**config.mk**
```make
export PLATFORM = sky130hd
export DESIGN_NAME = aafr_regs
export DESIGN_NICKNAME = d
export VERILOG_FILES = /design/src/include/aafr_pkg.sv /design/src/rtl/aafr_regs.sv /design/src/rtl/aafr_wmerge.sv /design/src/rtl/aafr_avg_gate.sv
export SDC_FILE = /design/constraint.sdc
export NUM_CORES = 1
export LEC_CHECK = 0
export BUFFER_PORTS_ARGS = -buffer_cell sky130_fd_sc_hd__buf_2
export CAP_MARGIN = 20
export CORE_AREA = 2 2 132 134
export CTS_BUF_LIST = sky130_fd_sc_hd__clkbuf_16
export DETAILED_ROUTE_END_ITERATION = 16
export DIE_AREA = 0 0 134 136
export PLACE_DENSITY = 0.71
export SLEW_MARGIN = 20
export SYNTH_ARGS = -nofsm -noshare
export SYNTH_HDL_FRONTEND = slang
export SYNTH_HIERARCHICAL = 1
export SYNTH_SLANG_ARGS = --single-unit
```
**constraint.sdc**
```tcl
create_clock -name mclk -period 4.1 [get_ports mclk]
set_clock_uncertainty 0.15 [all_clocks]
set_input_delay 0.82 -clock mclk [delete_from_list [all_inputs] [get_ports mclk]]
set_output_delay 0.82 -clock mclk [all_outputs]
set_load 0.005 [all_outputs]
```
**src/include/aafr_pkg.sv**
```systemverilog
`default_nettype none

package aafr_pkg;

	// ----------------------------------------------------------------
	// bus and register geometry
	// ----------------------------------------------------------------
	localparam int unsigned AXI_ADDR_W = 8;
	localparam int unsigned AXI_DATA_W = 32;
	localparam int unsigned AXI_STRB_W = 4;
	localparam int unsigned REG_W      = 16;
	localparam int unsigned REG_STRB_W = 2;
	localparam int unsigned IDX_W      = 6;
	localparam int unsigned LANES      = 8;
	localparam int unsigned SEL_W      = 2;
	localparam int unsigned LANE_STEP  = 3;

	// ----------------------------------------------------------------
	// register indices, byte address is four times the index
	// ----------------------------------------------------------------
	localparam logic [IDX_W-1:0] IDX_GLOBAL_CTRL = 6'h29;
	localparam logic [IDX_W-1:0] IDX_AVG_LOW     = 6'h2C;
	localparam logic [IDX_W-1:0] IDX_AVG_HIGH    = 6'h2D;
	localparam logic [IDX_W-1:0] IDX_CH1_FILTER  = 6'h2E;
	localparam logic [IDX_W-1:0] IDX_AVG_STATUS  = 6'h3F;

	// ----------------------------------------------------------------
	// writable bits and reset values
	// ----------------------------------------------------------------
	localparam logic [REG_W-1:0] GLOBAL_WR_MASK = 16'h0001;
	localparam logic [REG_W-1:0] AVG_WR_MASK    = 16'h06DB;
	localparam logic [REG_W-1:0] CH1_WR_MASK    = 16'h7FF5;
	localparam logic [REG_W-1:0] GLOBAL_RESET   = 16'h0000;
	localparam logic [REG_W-1:0] AVG_RESET      = 16'h0000;
	localparam logic [REG_W-1:0] CH1_RESET      = 16'h0000;

	// ----------------------------------------------------------------
	// field positions
	// ----------------------------------------------------------------
	localparam int unsigned GLOBAL_AVG_EN_POS = 0;
	localparam int unsigned CH1_HPF_EN_POS    = 14;
	localparam int unsigned CH1_CORNER_LSB    = 10;
	localparam int unsigned CH1_CORNER_W      = 4;
	localparam int unsigned CH1_KIND_LSB      = 7;
	localparam int unsigned CH1_KIND_W        = 3;
	localparam int unsigned CH1_DEC_LSB       = 4;
	localparam int unsigned CH1_DEC_W         = 3;
	localparam int unsigned CH1_ODD_POS       = 2;
	localparam int unsigned CH1_PATH_POS      = 0;

	localparam logic [1:0] RESP_OKAY   = 2'h0;
	localparam logic [1:0] RESP_SLVERR = 2'h2;

	// ----------------------------------------------------------------
	// types
	// ----------------------------------------------------------------
	typedef struct packed {
		logic [SEL_W-1:0] lane8_averaging_select;
		logic [SEL_W-1:0] lane7_averaging_select;
		logic [SEL_W-1:0] lane6_averaging_select;
		logic [SEL_W-1:0] lane5_averaging_select;
		logic [SEL_W-1:0] lane4_averaging_select;
		logic [SEL_W-1:0] lane3_averaging_select;
		logic [SEL_W-1:0] lane2_averaging_select;
		logic [SEL_W-1:0] lane1_averaging_select;
	} aafr_lanes_t;

	typedef struct packed {
		logic                    ch1_highpass_enable;
		logic [CH1_CORNER_W-1:0] ch1_highpass_corner;
		logic [CH1_KIND_W-1:0]   ch1_filter_kind;
		logic [CH1_DEC_W-1:0]    ch1_decimation_factor;
		logic                    ch1_odd_tap_select;
		logic                    ch1_filter_in_path;
	} aafr_ch1_cfg_t;

	typedef enum logic [2:0] {
		SEL_NONE,
		SEL_GLOBAL,
		SEL_AVG_LOW,
		SEL_AVG_HIGH,
		SEL_CH1,
		SEL_STATUS
	} aafr_sel_t;

	typedef struct packed {
		logic                  aw_full;
		logic [AXI_ADDR_W-1:0] aw_addr;
		logic                  w_full;
		logic [AXI_DATA_W-1:0] w_data;
		logic [AXI_STRB_W-1:0] w_strb;
		logic                  b_valid;
		logic [1:0]            b_resp;
		logic                  r_valid;
		logic [AXI_DATA_W-1:0] r_data;
		logic [1:0]            r_resp;
		logic [REG_W-1:0]      glob;
		logic [REG_W-1:0]      avg_low;
		logic [REG_W-1:0]      avg_high;
		logic [REG_W-1:0]      ch1;
		aafr_lanes_t           eff;
	} aafr_state_t;

	// byte address to register select
	function automatic aafr_sel_t aafr_decode(
		input logic [AXI_ADDR_W-1:0] addr
	);
		logic [IDX_W-1:0] idx;
		idx = addr[AXI_ADDR_W-1:2];
		case (idx)
			IDX_GLOBAL_CTRL: return SEL_GLOBAL;
			IDX_AVG_LOW:     return SEL_AVG_LOW;
			IDX_AVG_HIGH:    return SEL_AVG_HIGH;
			IDX_CH1_FILTER:  return SEL_CH1;
			IDX_AVG_STATUS:  return SEL_STATUS;
			default:         return SEL_NONE;
		endcase
	endfunction

endpackage

`default_nettype wire

```
**src/rtl/aafr_regs.sv**
```systemverilog
// Summary of operation
// RULE1 - low averaging register maps lanes one to four
// RULE2 - high averaging register maps lanes five to eight
// RULE3 - channel one filter register clears on reset
// RULE4 - bit fourteen enables channel one high-pass
// RULE5 - bits thirteen to ten set high-pass corner
// RULE6 - bits nine to seven pick filter kind
// RULE7 - bits six to four set decimation factor
// RULE8 - bit two selects the odd-tap filter
// RULE9 - bit zero puts filter in path
// RULE10 - lane selectors act only when globally enabled
// RULE11 - software writes zero to reserved bits
`default_nettype none

module aafr_regs
	import aafr_pkg::*;
(
	// clock and reset
	input  wire logic                  mclk,
	input  wire logic                  rst,
	// axi4-lite write address
	input  wire logic [AXI_ADDR_W-1:0] s_axi_awaddr,
	input  wire logic                  s_axi_awvalid,
	output logic                       s_axi_awready,
	// axi4-lite write data
	input  wire logic [AXI_DATA_W-1:0] s_axi_wdata,
	input  wire logic [AXI_STRB_W-1:0] s_axi_wstrb,
	input  wire logic                  s_axi_wvalid,
	output logic                       s_axi_wready,
	// axi4-lite write response
	output logic      [1:0]            s_axi_bresp,
	output logic                       s_axi_bvalid,
	input  wire logic                  s_axi_bready,
	// axi4-lite read address
	input  wire logic [AXI_ADDR_W-1:0] s_axi_araddr,
	input  wire logic                  s_axi_arvalid,
	output logic                       s_axi_arready,
	// axi4-lite read data
	output logic      [AXI_DATA_W-1:0] s_axi_rdata,
	output logic      [1:0]            s_axi_rresp,
	output logic                       s_axi_rvalid,
	input  wire logic                  s_axi_rready,
	// averaging configuration
	output logic                       global_averaging_enable,
	output var aafr_lanes_t            lane_averaging_select,
	output var aafr_lanes_t            lane_averaging_effective,
	// channel one filter configuration
	output var aafr_ch1_cfg_t          ch1_cfg
);

	// ----------------------------------------------------------------
	// state
	// ----------------------------------------------------------------
	aafr_state_t      state_r;
	aafr_state_t      state_nxt;
	logic             wr_go;
	aafr_sel_t        wr_sel;
	aafr_sel_t        rd_sel;
	logic [REG_W-1:0] wr_old;
	logic [REG_W-1:0] wr_mask;
	logic [REG_W-1:0] wr_new;
	logic [REG_W-1:0] rd_val;
	logic [REG_W-1:0] lanes_vec;
	aafr_lanes_t      lanes_gated;

	// ----------------------------------------------------------------
	// handshakes
	// ----------------------------------------------------------------
	assign s_axi_awready = !state_r.aw_full;
	assign s_axi_wready  = !state_r.w_full;
	assign s_axi_arready = !state_r.r_valid;
	assign s_axi_bvalid  = state_r.b_valid;
	assign s_axi_bresp   = state_r.b_resp;
	assign s_axi_rvalid  = state_r.r_valid;
	assign s_axi_rdata   = state_r.r_data;
	assign s_axi_rresp   = state_r.r_resp;

	// write commits once address and data are both held and no write response is pending
	assign wr_go  = state_r.aw_full && state_r.w_full && !state_r.b_valid;
	assign wr_sel = aafr_decode(state_r.aw_addr);
	assign rd_sel = aafr_decode(s_axi_araddr);

	// ----------------------------------------------------------------
	// field views of the stored registers
	// ----------------------------------------------------------------
	always_comb
	begin
		lanes_vec = '0;
		for (int i = 0; i < LANES / 2; i++)
		begin
			lanes_vec[SEL_W*i +: SEL_W] =
				state_r.avg_low[LANE_STEP*i +: SEL_W]; // RULE1
			lanes_vec[SEL_W*(i+LANES/2) +: SEL_W] =
				state_r.avg_high[LANE_STEP*i +: SEL_W]; // RULE2
		end
	end

	assign lane_averaging_select   = lanes_vec;
	assign lane_averaging_effective = state_r.eff;
	assign global_averaging_enable = state_r.glob[GLOBAL_AVG_EN_POS];

	assign ch1_cfg.ch1_highpass_enable =
		state_r.ch1[CH1_HPF_EN_POS]; // RULE4
	assign ch1_cfg.ch1_highpass_corner =
		state_r.ch1[CH1_CORNER_LSB +: CH1_CORNER_W]; // RULE5
	assign ch1_cfg.ch1_filter_kind =
		state_r.ch1[CH1_KIND_LSB +: CH1_KIND_W]; // RULE6
	assign ch1_cfg.ch1_decimation_factor =
		state_r.ch1[CH1_DEC_LSB +: CH1_DEC_W]; // RULE7
	assign ch1_cfg.ch1_odd_tap_select =
		state_r.ch1[CH1_ODD_POS]; // RULE8
	assign ch1_cfg.ch1_filter_in_path =
		state_r.ch1[CH1_PATH_POS]; // RULE9

	// ----------------------------------------------------------------
	// averaging gate and write merge
	// ----------------------------------------------------------------
	aafr_avg_gate u_gate (
		.lanes_enable (global_averaging_enable),
		.lanes_in     (lanes_vec),
		.lanes_out    (lanes_gated)
	);

	always_comb
	begin
		wr_old  = '0;
		wr_mask = '0;
		unique case (wr_sel)
			SEL_GLOBAL:
			begin
				wr_old  = state_r.glob;
				wr_mask = GLOBAL_WR_MASK;
			end
			SEL_AVG_LOW:
			begin
				wr_old  = state_r.avg_low;
				wr_mask = AVG_WR_MASK;
			end
			SEL_AVG_HIGH:
			begin
				wr_old  = state_r.avg_high;
				wr_mask = AVG_WR_MASK;
			end
			SEL_CH1:
			begin
				wr_old  = state_r.ch1;
				wr_mask = CH1_WR_MASK; // RULE11
			end
			SEL_STATUS, SEL_NONE:
			begin
				wr_old  = '0;
				wr_mask = '0;
			end
		endcase
	end

	aafr_wmerge u_merge (
		.old_val (wr_old),
		.wr_data (state_r.w_data[REG_W-1:0]),
		.wr_strb (state_r.w_strb[REG_STRB_W-1:0]),
		.wr_mask (wr_mask),
		.new_val (wr_new)
	);

	// ----------------------------------------------------------------
	// read mux
	// ----------------------------------------------------------------
	always_comb
	begin
		rd_val = '0;
		unique case (rd_sel)
			SEL_GLOBAL:   rd_val = state_r.glob;
			SEL_AVG_LOW:  rd_val = state_r.avg_low;
			SEL_AVG_HIGH: rd_val = state_r.avg_high;
			SEL_CH1:      rd_val = state_r.ch1;
			SEL_STATUS:   rd_val = state_r.eff;
			SEL_NONE:     rd_val = '0;
		endcase
	end

	// ----------------------------------------------------------------
	// next state
	// ----------------------------------------------------------------
	always_comb
	begin
		state_nxt = state_r;
		if (s_axi_awvalid && s_axi_awready)
		begin
			state_nxt.aw_full = 1'b1;
			state_nxt.aw_addr = s_axi_awaddr;
		end
		if (s_axi_wvalid && s_axi_wready)
		begin
			state_nxt.w_full = 1'b1;
			state_nxt.w_data = s_axi_wdata;
			state_nxt.w_strb = s_axi_wstrb;
		end
		if (state_r.b_valid && s_axi_bready)
			state_nxt.b_valid = 1'b0;
		if (wr_go)
		begin
			state_nxt.aw_full = 1'b0;
			state_nxt.w_full  = 1'b0;
			state_nxt.b_valid = 1'b1;
			state_nxt.b_resp  = RESP_OKAY;
			unique case (wr_sel)
				SEL_GLOBAL:   state_nxt.glob     = wr_new;
				SEL_AVG_LOW:  state_nxt.avg_low  = wr_new; // RULE1
				SEL_AVG_HIGH: state_nxt.avg_high = wr_new; // RULE2
				SEL_CH1:      state_nxt.ch1      = wr_new;
				SEL_STATUS, SEL_NONE:
					state_nxt.b_resp = RESP_SLVERR;
			endcase
		end
		if (s_axi_arvalid && s_axi_arready)
		begin
			state_nxt.r_valid = 1'b1;
			state_nxt.r_data  = {{(AXI_DATA_W-REG_W){1'b0}}, rd_val};
			state_nxt.r_resp  = (rd_sel == SEL_NONE) ? RESP_SLVERR
				: RESP_OKAY;
		end
		else if (state_r.r_valid && s_axi_rready)
		begin
			state_nxt.r_valid = 1'b0;
		end
		state_nxt.eff = lanes_gated; // RULE10
	end

	always_ff @(posedge mclk or posedge rst)
	begin
		if (rst)
		begin
			state_r          <= '0;
			state_r.glob     <= GLOBAL_RESET;
			state_r.avg_low  <= AVG_RESET;
			state_r.avg_high <= AVG_RESET;
			state_r.ch1      <= CH1_RESET; // RULE3
		end
		else
		begin
			state_r <= state_nxt;
		end
	end

	logic wr_both;
	assign wr_both = wr_go && (state_r.w_strb[REG_STRB_W-1:0] == 2'h3);
endmodule

`default_nettype wire

```
**src/rtl/aafr_wmerge.sv**
```systemverilog
`default_nettype none

module aafr_wmerge
	import aafr_pkg::*;
(
	// current value and write
	input  wire logic [REG_W-1:0]      old_val,
	input  wire logic [REG_W-1:0]      wr_data,
	input  wire logic [REG_STRB_W-1:0] wr_strb,
	input  wire logic [REG_W-1:0]      wr_mask,
	// merged value
	output logic      [REG_W-1:0]      new_val
);

	// ----------------------------------------------------------------
	// byte-lane merge, reserved bits forced to zero
	// ----------------------------------------------------------------
	always_comb
	begin
		for (int i = 0; i < REG_W; i++)
		begin
			if (!wr_mask[i])
				new_val[i] = 1'b0; // RULE11
			else if (wr_strb[i/8])
				new_val[i] = wr_data[i];
			else
				new_val[i] = old_val[i];
		end
	end

endmodule

`default_nettype wire

```
**src/rtl/aafr_avg_gate.sv**
```systemverilog
`default_nettype none

module aafr_avg_gate
	import aafr_pkg::*;
(
	// stored selectors and global enable
	input  wire logic        lanes_enable,
	input  wire aafr_lanes_t lanes_in,
	// selectors in force
	output var  aafr_lanes_t lanes_out
);

	// ----------------------------------------------------------------
	// averaging off on every lane unless globally enabled
	// ----------------------------------------------------------------
	always_comb
	begin
		lanes_out = lanes_enable ? lanes_in : '0; // RULE10
	end

endmodule

`default_nettype wire

```
# [Word-level counts from Yosys, hierarchy flattened]
# Index checks and enable logic that the tools add are counted.
[word_totals] ff_bits=148 romBits=0 ramBits=0 memories=0 word_cells=113 inputBits=59 latchBits=0 output_inout_bits=87
[op_classes] addsub=0 eq_ne=20 n_lt_le_gt_ge=0 n_bitwise=0 div_mod_pow=0 reduce_logical=23 muxes=48 mul=0 shift=0
[ops] cell="$pmux 16 s6" count=1
[ops] cell="$pmux 16 s4" count=1
[ops] cell="$eq 6x6->1 const B" count=10
[ops] cell="$pmux 16 s3" count=1
[ops] cell="$mux 1" count=37
[ops] cell="$mux 37" count=1
[ops] cell="$pmux 3 s5" count=2
[ops] cell="$mux 16" count=1
[ops] cell="$eq 3x2->1 const B" count=4
[ops] cell="$eq 3x3->1 const B" count=4
[ops] cell="$mux 9" count=1
[ops] cell="$reduce_and 2->1" count=4
[ops] cell="$reduce_bool 2->1" count=4
[ops] cell="$logic_and 1x1->1" count=7
[ops] cell="$eq 3x1->1 const B" count=2
[ops] cell="$logic_not 3->1" count=2
[ops] cell="$logic_not 1->1" count=4
[ops] cell="$mux 2" count=2
[ops] cell="$reduce_or 2->1" count=2
[ops] cell="$mux 3" count=1

# [Longest topological paths before layout]
[logic_depth] depth_word=6 ltp_mapped=9 mapped_depth_nobuf=7

# [Hierarchy]
# The synthesis kept the hierarchy.
[by_module_without_submodules] mod="aafr_regs" n_inst=1 seq_area_each_um2=3153.0 cells_per_inst=535 area_each_um2=6242.2
[by_module_without_submodules] mod="aafr_wmerge" n_inst=1 seq_area_each_um2=0.0 cells_per_inst=34 area_each_um2=282.8
[by_module_without_submodules] mod="aafr_avg_gate" n_inst=1 seq_area_each_um2=0.0 cells_per_inst=17 area_each_um2=126.4

# [Least setup slack after synthesis]
# Ideal clock, no wire load.
[synth_path] path_type="input -> register" from="in s_axi_araddr[2]" to="reg state_r, in the netlist s_axi_rdata[0]" slack_ns=1.918 n_path_buf=2 arrival_time_ns=1.950 t_required_ns=3.868 path_stages=6 path_cell_list="or3b_2 -> buf_2 -> buf_2 -> nor3_1 -> a21oi_1 -> a31oi_1"
[synth_via] elab_chain_len=4 word_cells_on_any_way=13 cone_classes="eq/ne (10); mux (2); reduce/logical (1)"
[synth_rtl] element="from (decl)" line_no="aafr_regs.sv:35" text="input wire logic [AXI_ADDR_W-1:0] s_axi_araddr,"
[synth_rtl] element="$eq 6x6->1" line_no="aafr_pkg.sv:110" text="case (idx)"
[synth_rtl] element="$pmux 3 s5 (*)" line_no="aafr_pkg.sv:110"
[synth_rtl] element="$eq 3x3->1 (tied with other cells)" line_no="aafr_regs.sv:171" text="unique case (rd_sel)"
[synth_rtl] element="$pmux 16 s6 (*)" line_no="aafr_regs.sv:171"
[synth_rtl] element="to (signal assigned)" line_no="aafr_regs.sv:241" text="state_r <= state_nxt;"
[synth_rtl] element="to (decl)" line_no="aafr_regs.sv:54" text="aafr_state_t state_r;"
# Mark *: on every way between the ends. The rest lies on a longest branch, timed or not.
# A chain may end at the register's enable or synchronous reset.

# [Worst setup path in the final report]
[layout_path] from="reg state_r[157] (netlist name)" to="reg state_r[19] (netlist name)"
[layout_via] elab_chain_len=6 word_cells_on_any_way=19 cone_classes="eq/ne (10); mux (5); reduce/logical (4)"
[layout_rtl] element="$eq 6x6->1" line_no="aafr_pkg.sv:110"
[layout_rtl] element="$pmux 3 s5 (*)" line_no="aafr_pkg.sv:110"
[layout_rtl] element="$eq 3x3->1 (tied with other cells)" line_no="aafr_regs.sv:128" text="unique case (wr_sel)"
[layout_rtl] element="$reduce_or 2->1 (tied with other cells)" line_no="aafr_regs.sv:128"
[layout_rtl] element="$pmux 16 s4 / $mux 1 (equally long branches)" line_no="aafr_regs.sv:128, aafr_wmerge.sv:24"
[layout_rtl] element="$mux 1" line_no="aafr_wmerge.sv:22" text="if (!wr_mask[i])"
# Mark *: on every way between the ends. The rest lies on a longest branch, timed or not. The select of a mux whose other input is x is not followed.

==> results.ini <==
[power_and_ir_drop]
finalPower_mw = 3.78
vdd_drop_max_mv = 0.299
total_leakage_power_nw = 3.62
p_per_area_nw_per_um2 = 514

[clock_tree]
cts_tree = yes
cts_setup_buffers = 0
clock_latency_ns = 0.42
cts_resized = 0
cts_buffer_depth = 2
path_clk_slew_ns = 0.06
cts_max_level = 4
root_buffer = clkbuf_16
cts_sinks = 126
cts_made_buffers = 17
cts_hold_buf = 0

[logic_synthesis]
ys_seq_area_share_pct = 47.4
synth.avg_cell_area_sq_um = 11.4
ys_types = 39
ys_seq_elements = 126
synthFlopType = dfrtp_1
synth_warnings = 6
synth_edf_count = 0
synthArstFlopShare_pct = 100
synth_cells = 586
syn_area_sq_um = 6650

[worst_hold_path]
hp-class = reg -> reg
worstHoldStart = s_axi_bresp[1]
hold_depth = 2

[cells_and_area]
area_delta_synth_final_pct = 10.6
antenna_cells = 0
fin_area_sq_um = 7360
nNetsFinal = 681
drive_gt1_share_pct = 37.8

[timing]
max_freq_mhz = 386
final_hold_viol_count = 0
layout_min_cycle_time_ns = 2.59
tns_ns = 0
finalMaxSlewViolations = 0
tightest_slew_ns = 0.906
slew_headroom_pct = 39.6
setup_violations = 0
rsz0062_at_grt = no
final.period_utilization_pct = 63.1

[worst_setup_path]
required_ns = 4.24
start_kind = flip-flop
endpoint_kind = flip-flop
rr_worst_depth = 6
worstPathMaxFanout = 25
r2r_start = state_r[157]
crit_chain = nand4b_4, nor3_4, buf_4, and2b_1, buf_4, mux2_1
slowest_stage = and2b_1
max_stage_delay_ns = 0.56
path_common_cell = buf_4
ff2ff_setup_slack_ns = 1.51
timing.critical_path.from = state_r[157]
arrival_ns = 2.73
worst-setup-path-type = reg -> reg

[place]
placed_area_sq_um = 6770
portBuffers = 105
dp_hpwl_um = 11200
place_congestion = 0.804

[global_routing]
grt_overflow = 0
grt_pass1_wl_um = 25300
grt_usage_pct = 18.3
grt_max_degree = 47
grt_antenna_before_repair = 2
first_global_vias = 4272

[floorplan]
die-area_sq_um = 18200
core_sq_um = 16900
io_pins = 146
die_x_um = 134
die_y_um = 136
initial_core_util_pct = 39.4
core.rowCount = 48

[routing]
num_vias = 4443
vias_per_cell = 5.17
finalWirelength_um = 16300
drc_errors = 0
wl_per_cell_um = 18.9
ant_nets = 0
drt_first_pass_iters = 5
dr.first_iter.drc_count = 350

[status]
status = finished, final reports clean

[flow_run]
drv_cap = 0

-- critical path, delay by kind of cell (launching register included) --
| kind | cells | cell delay [ns] |
|---|---|---|
| AND/OR/NAND/NOR | 3 | 0.92 |
| buffers and inverters | 2 | 0.61 |
| multiplexers | 1 | 0.34 |
| flip-flops | 1 | 0.43 |
-- path summary, 6_finish.rpt --
check                                             to
max in group asynchronous               state_r[134]
min in group asynchronous  lane_averaging_select[10]
max                                      state_r[19]
min                                   s_axi_bresp[1]
min reg2reg                           s_axi_bresp[1]
max reg2reg                              state_r[19]
-- Yosys cell counts (all sizes together) (2+ instances only) --
library cell,number,area (sq um)
a21oi,34,170
a221oi,16,140
a31oi,16,100
and2,19,135
and2b,2,15.0
and3,4,25.0
buf,101,782
clkbuf,15,56.3
dfrtp,126,3150
inv,7,26.3
mux2,87,1020
mux2i,33,330
nand2,19,71.3
nand2b,2,20.0
nand3,2,10.0
nor2,19,73.8
nor2b,20,125
nor3,18,113
o21a,2,15.0
o21ai,20,100
o22ai,16,100
-- logic make-up after synthesis --
kind of cell | count (synthesis) | share of synthesized area [%]
buf+inv | 123 | 13.0
other cells | 1 | 0.0564
mux | 120 | 20.3
compound gates | 105 | 9.52
flops | 126 | 47.4
simple gates | 111 | 9.76
-- area by class of cell --
type	instances	area, sq um
Multi-Input combinational cell	355	2700
Inverter	7	30.0
Fill cell	1541	9520
Sequential cell	126	3150
Timing Repair Buffer	115	633
Clock buffer	17	425
Clock inverter	15	130
Tap cell	225	282
-- cell usage in the layout (no fill, tap or decap), drive strengths merged --
cell      count
dfrtp       126
buf         115
mux2         87
a21oi        34
mux2i        33
o21ai        20
nor2b        20
nand2        19
conb         19
nor2         19
and2         19
nor3         18
clkbuf       17
o22ai        16
a31oi        16
a221oi       16
clkinv        8
inv           7
clkinvlp      5
and3          4
nand3         2
and2b         2
o21a          2
bufinv        2
nand2b        2
or3b          1
nand4         1
nand4b        1
and4          1
or2           1
nor3b         1
o21bai        1
-- layer usage --
layer / routed length, um / GRT usage [%]
met1: 7450 / 24.8
met2: 7360 / 28.0
met3: 1040 / 5.00
met4: 404 / 7.33
met5: 21 / 0
-- report_power, final --
| part | total (mW) | internal (mW) | switching [mW] |
|---|---|---|---|
| logic | 0.704 | 0.377 | 0.327 |
| clock network | 1.42 | 0.877 | 0.540 |
| registers | 1.66 | 1.45 | 0.215 |
| total | 3.78 | 2.70 | 1.08 |
-- per-stage QoR --
| stage | util, % | hold WS, ns | setup slack (ns) | cells |
|---|---|---|---|---|
| CTS | 43.4 | 0.347 | 1.51 | 859 |
| finish | 43.6 | 0.347 | 1.51 | 860 |
| global route | 43.6 | 0.369 | 1.27 | 860 |
| detailed placement | 40.1 | 0.331 | 1.30 | 827 |
| floorplan | - | 0.301 | 1.58 | 604 |
| global placement | 40.1 | 0.310 | 1.31 | 827 |
-- registers in the layout, summed over array words and instances, names as in the netlist --
name	cells
ch1_cfg	13
global_averaging_enable	1
lane_averaging_effective	16
lane_averaging_select	16
s_axi_bresp	1
s_axi_bvalid	1
s_axi_rdata	16
s_axi_rresp	1
s_axi_rvalid	1
state_r	60
Power figures use the tool's default switching activity.
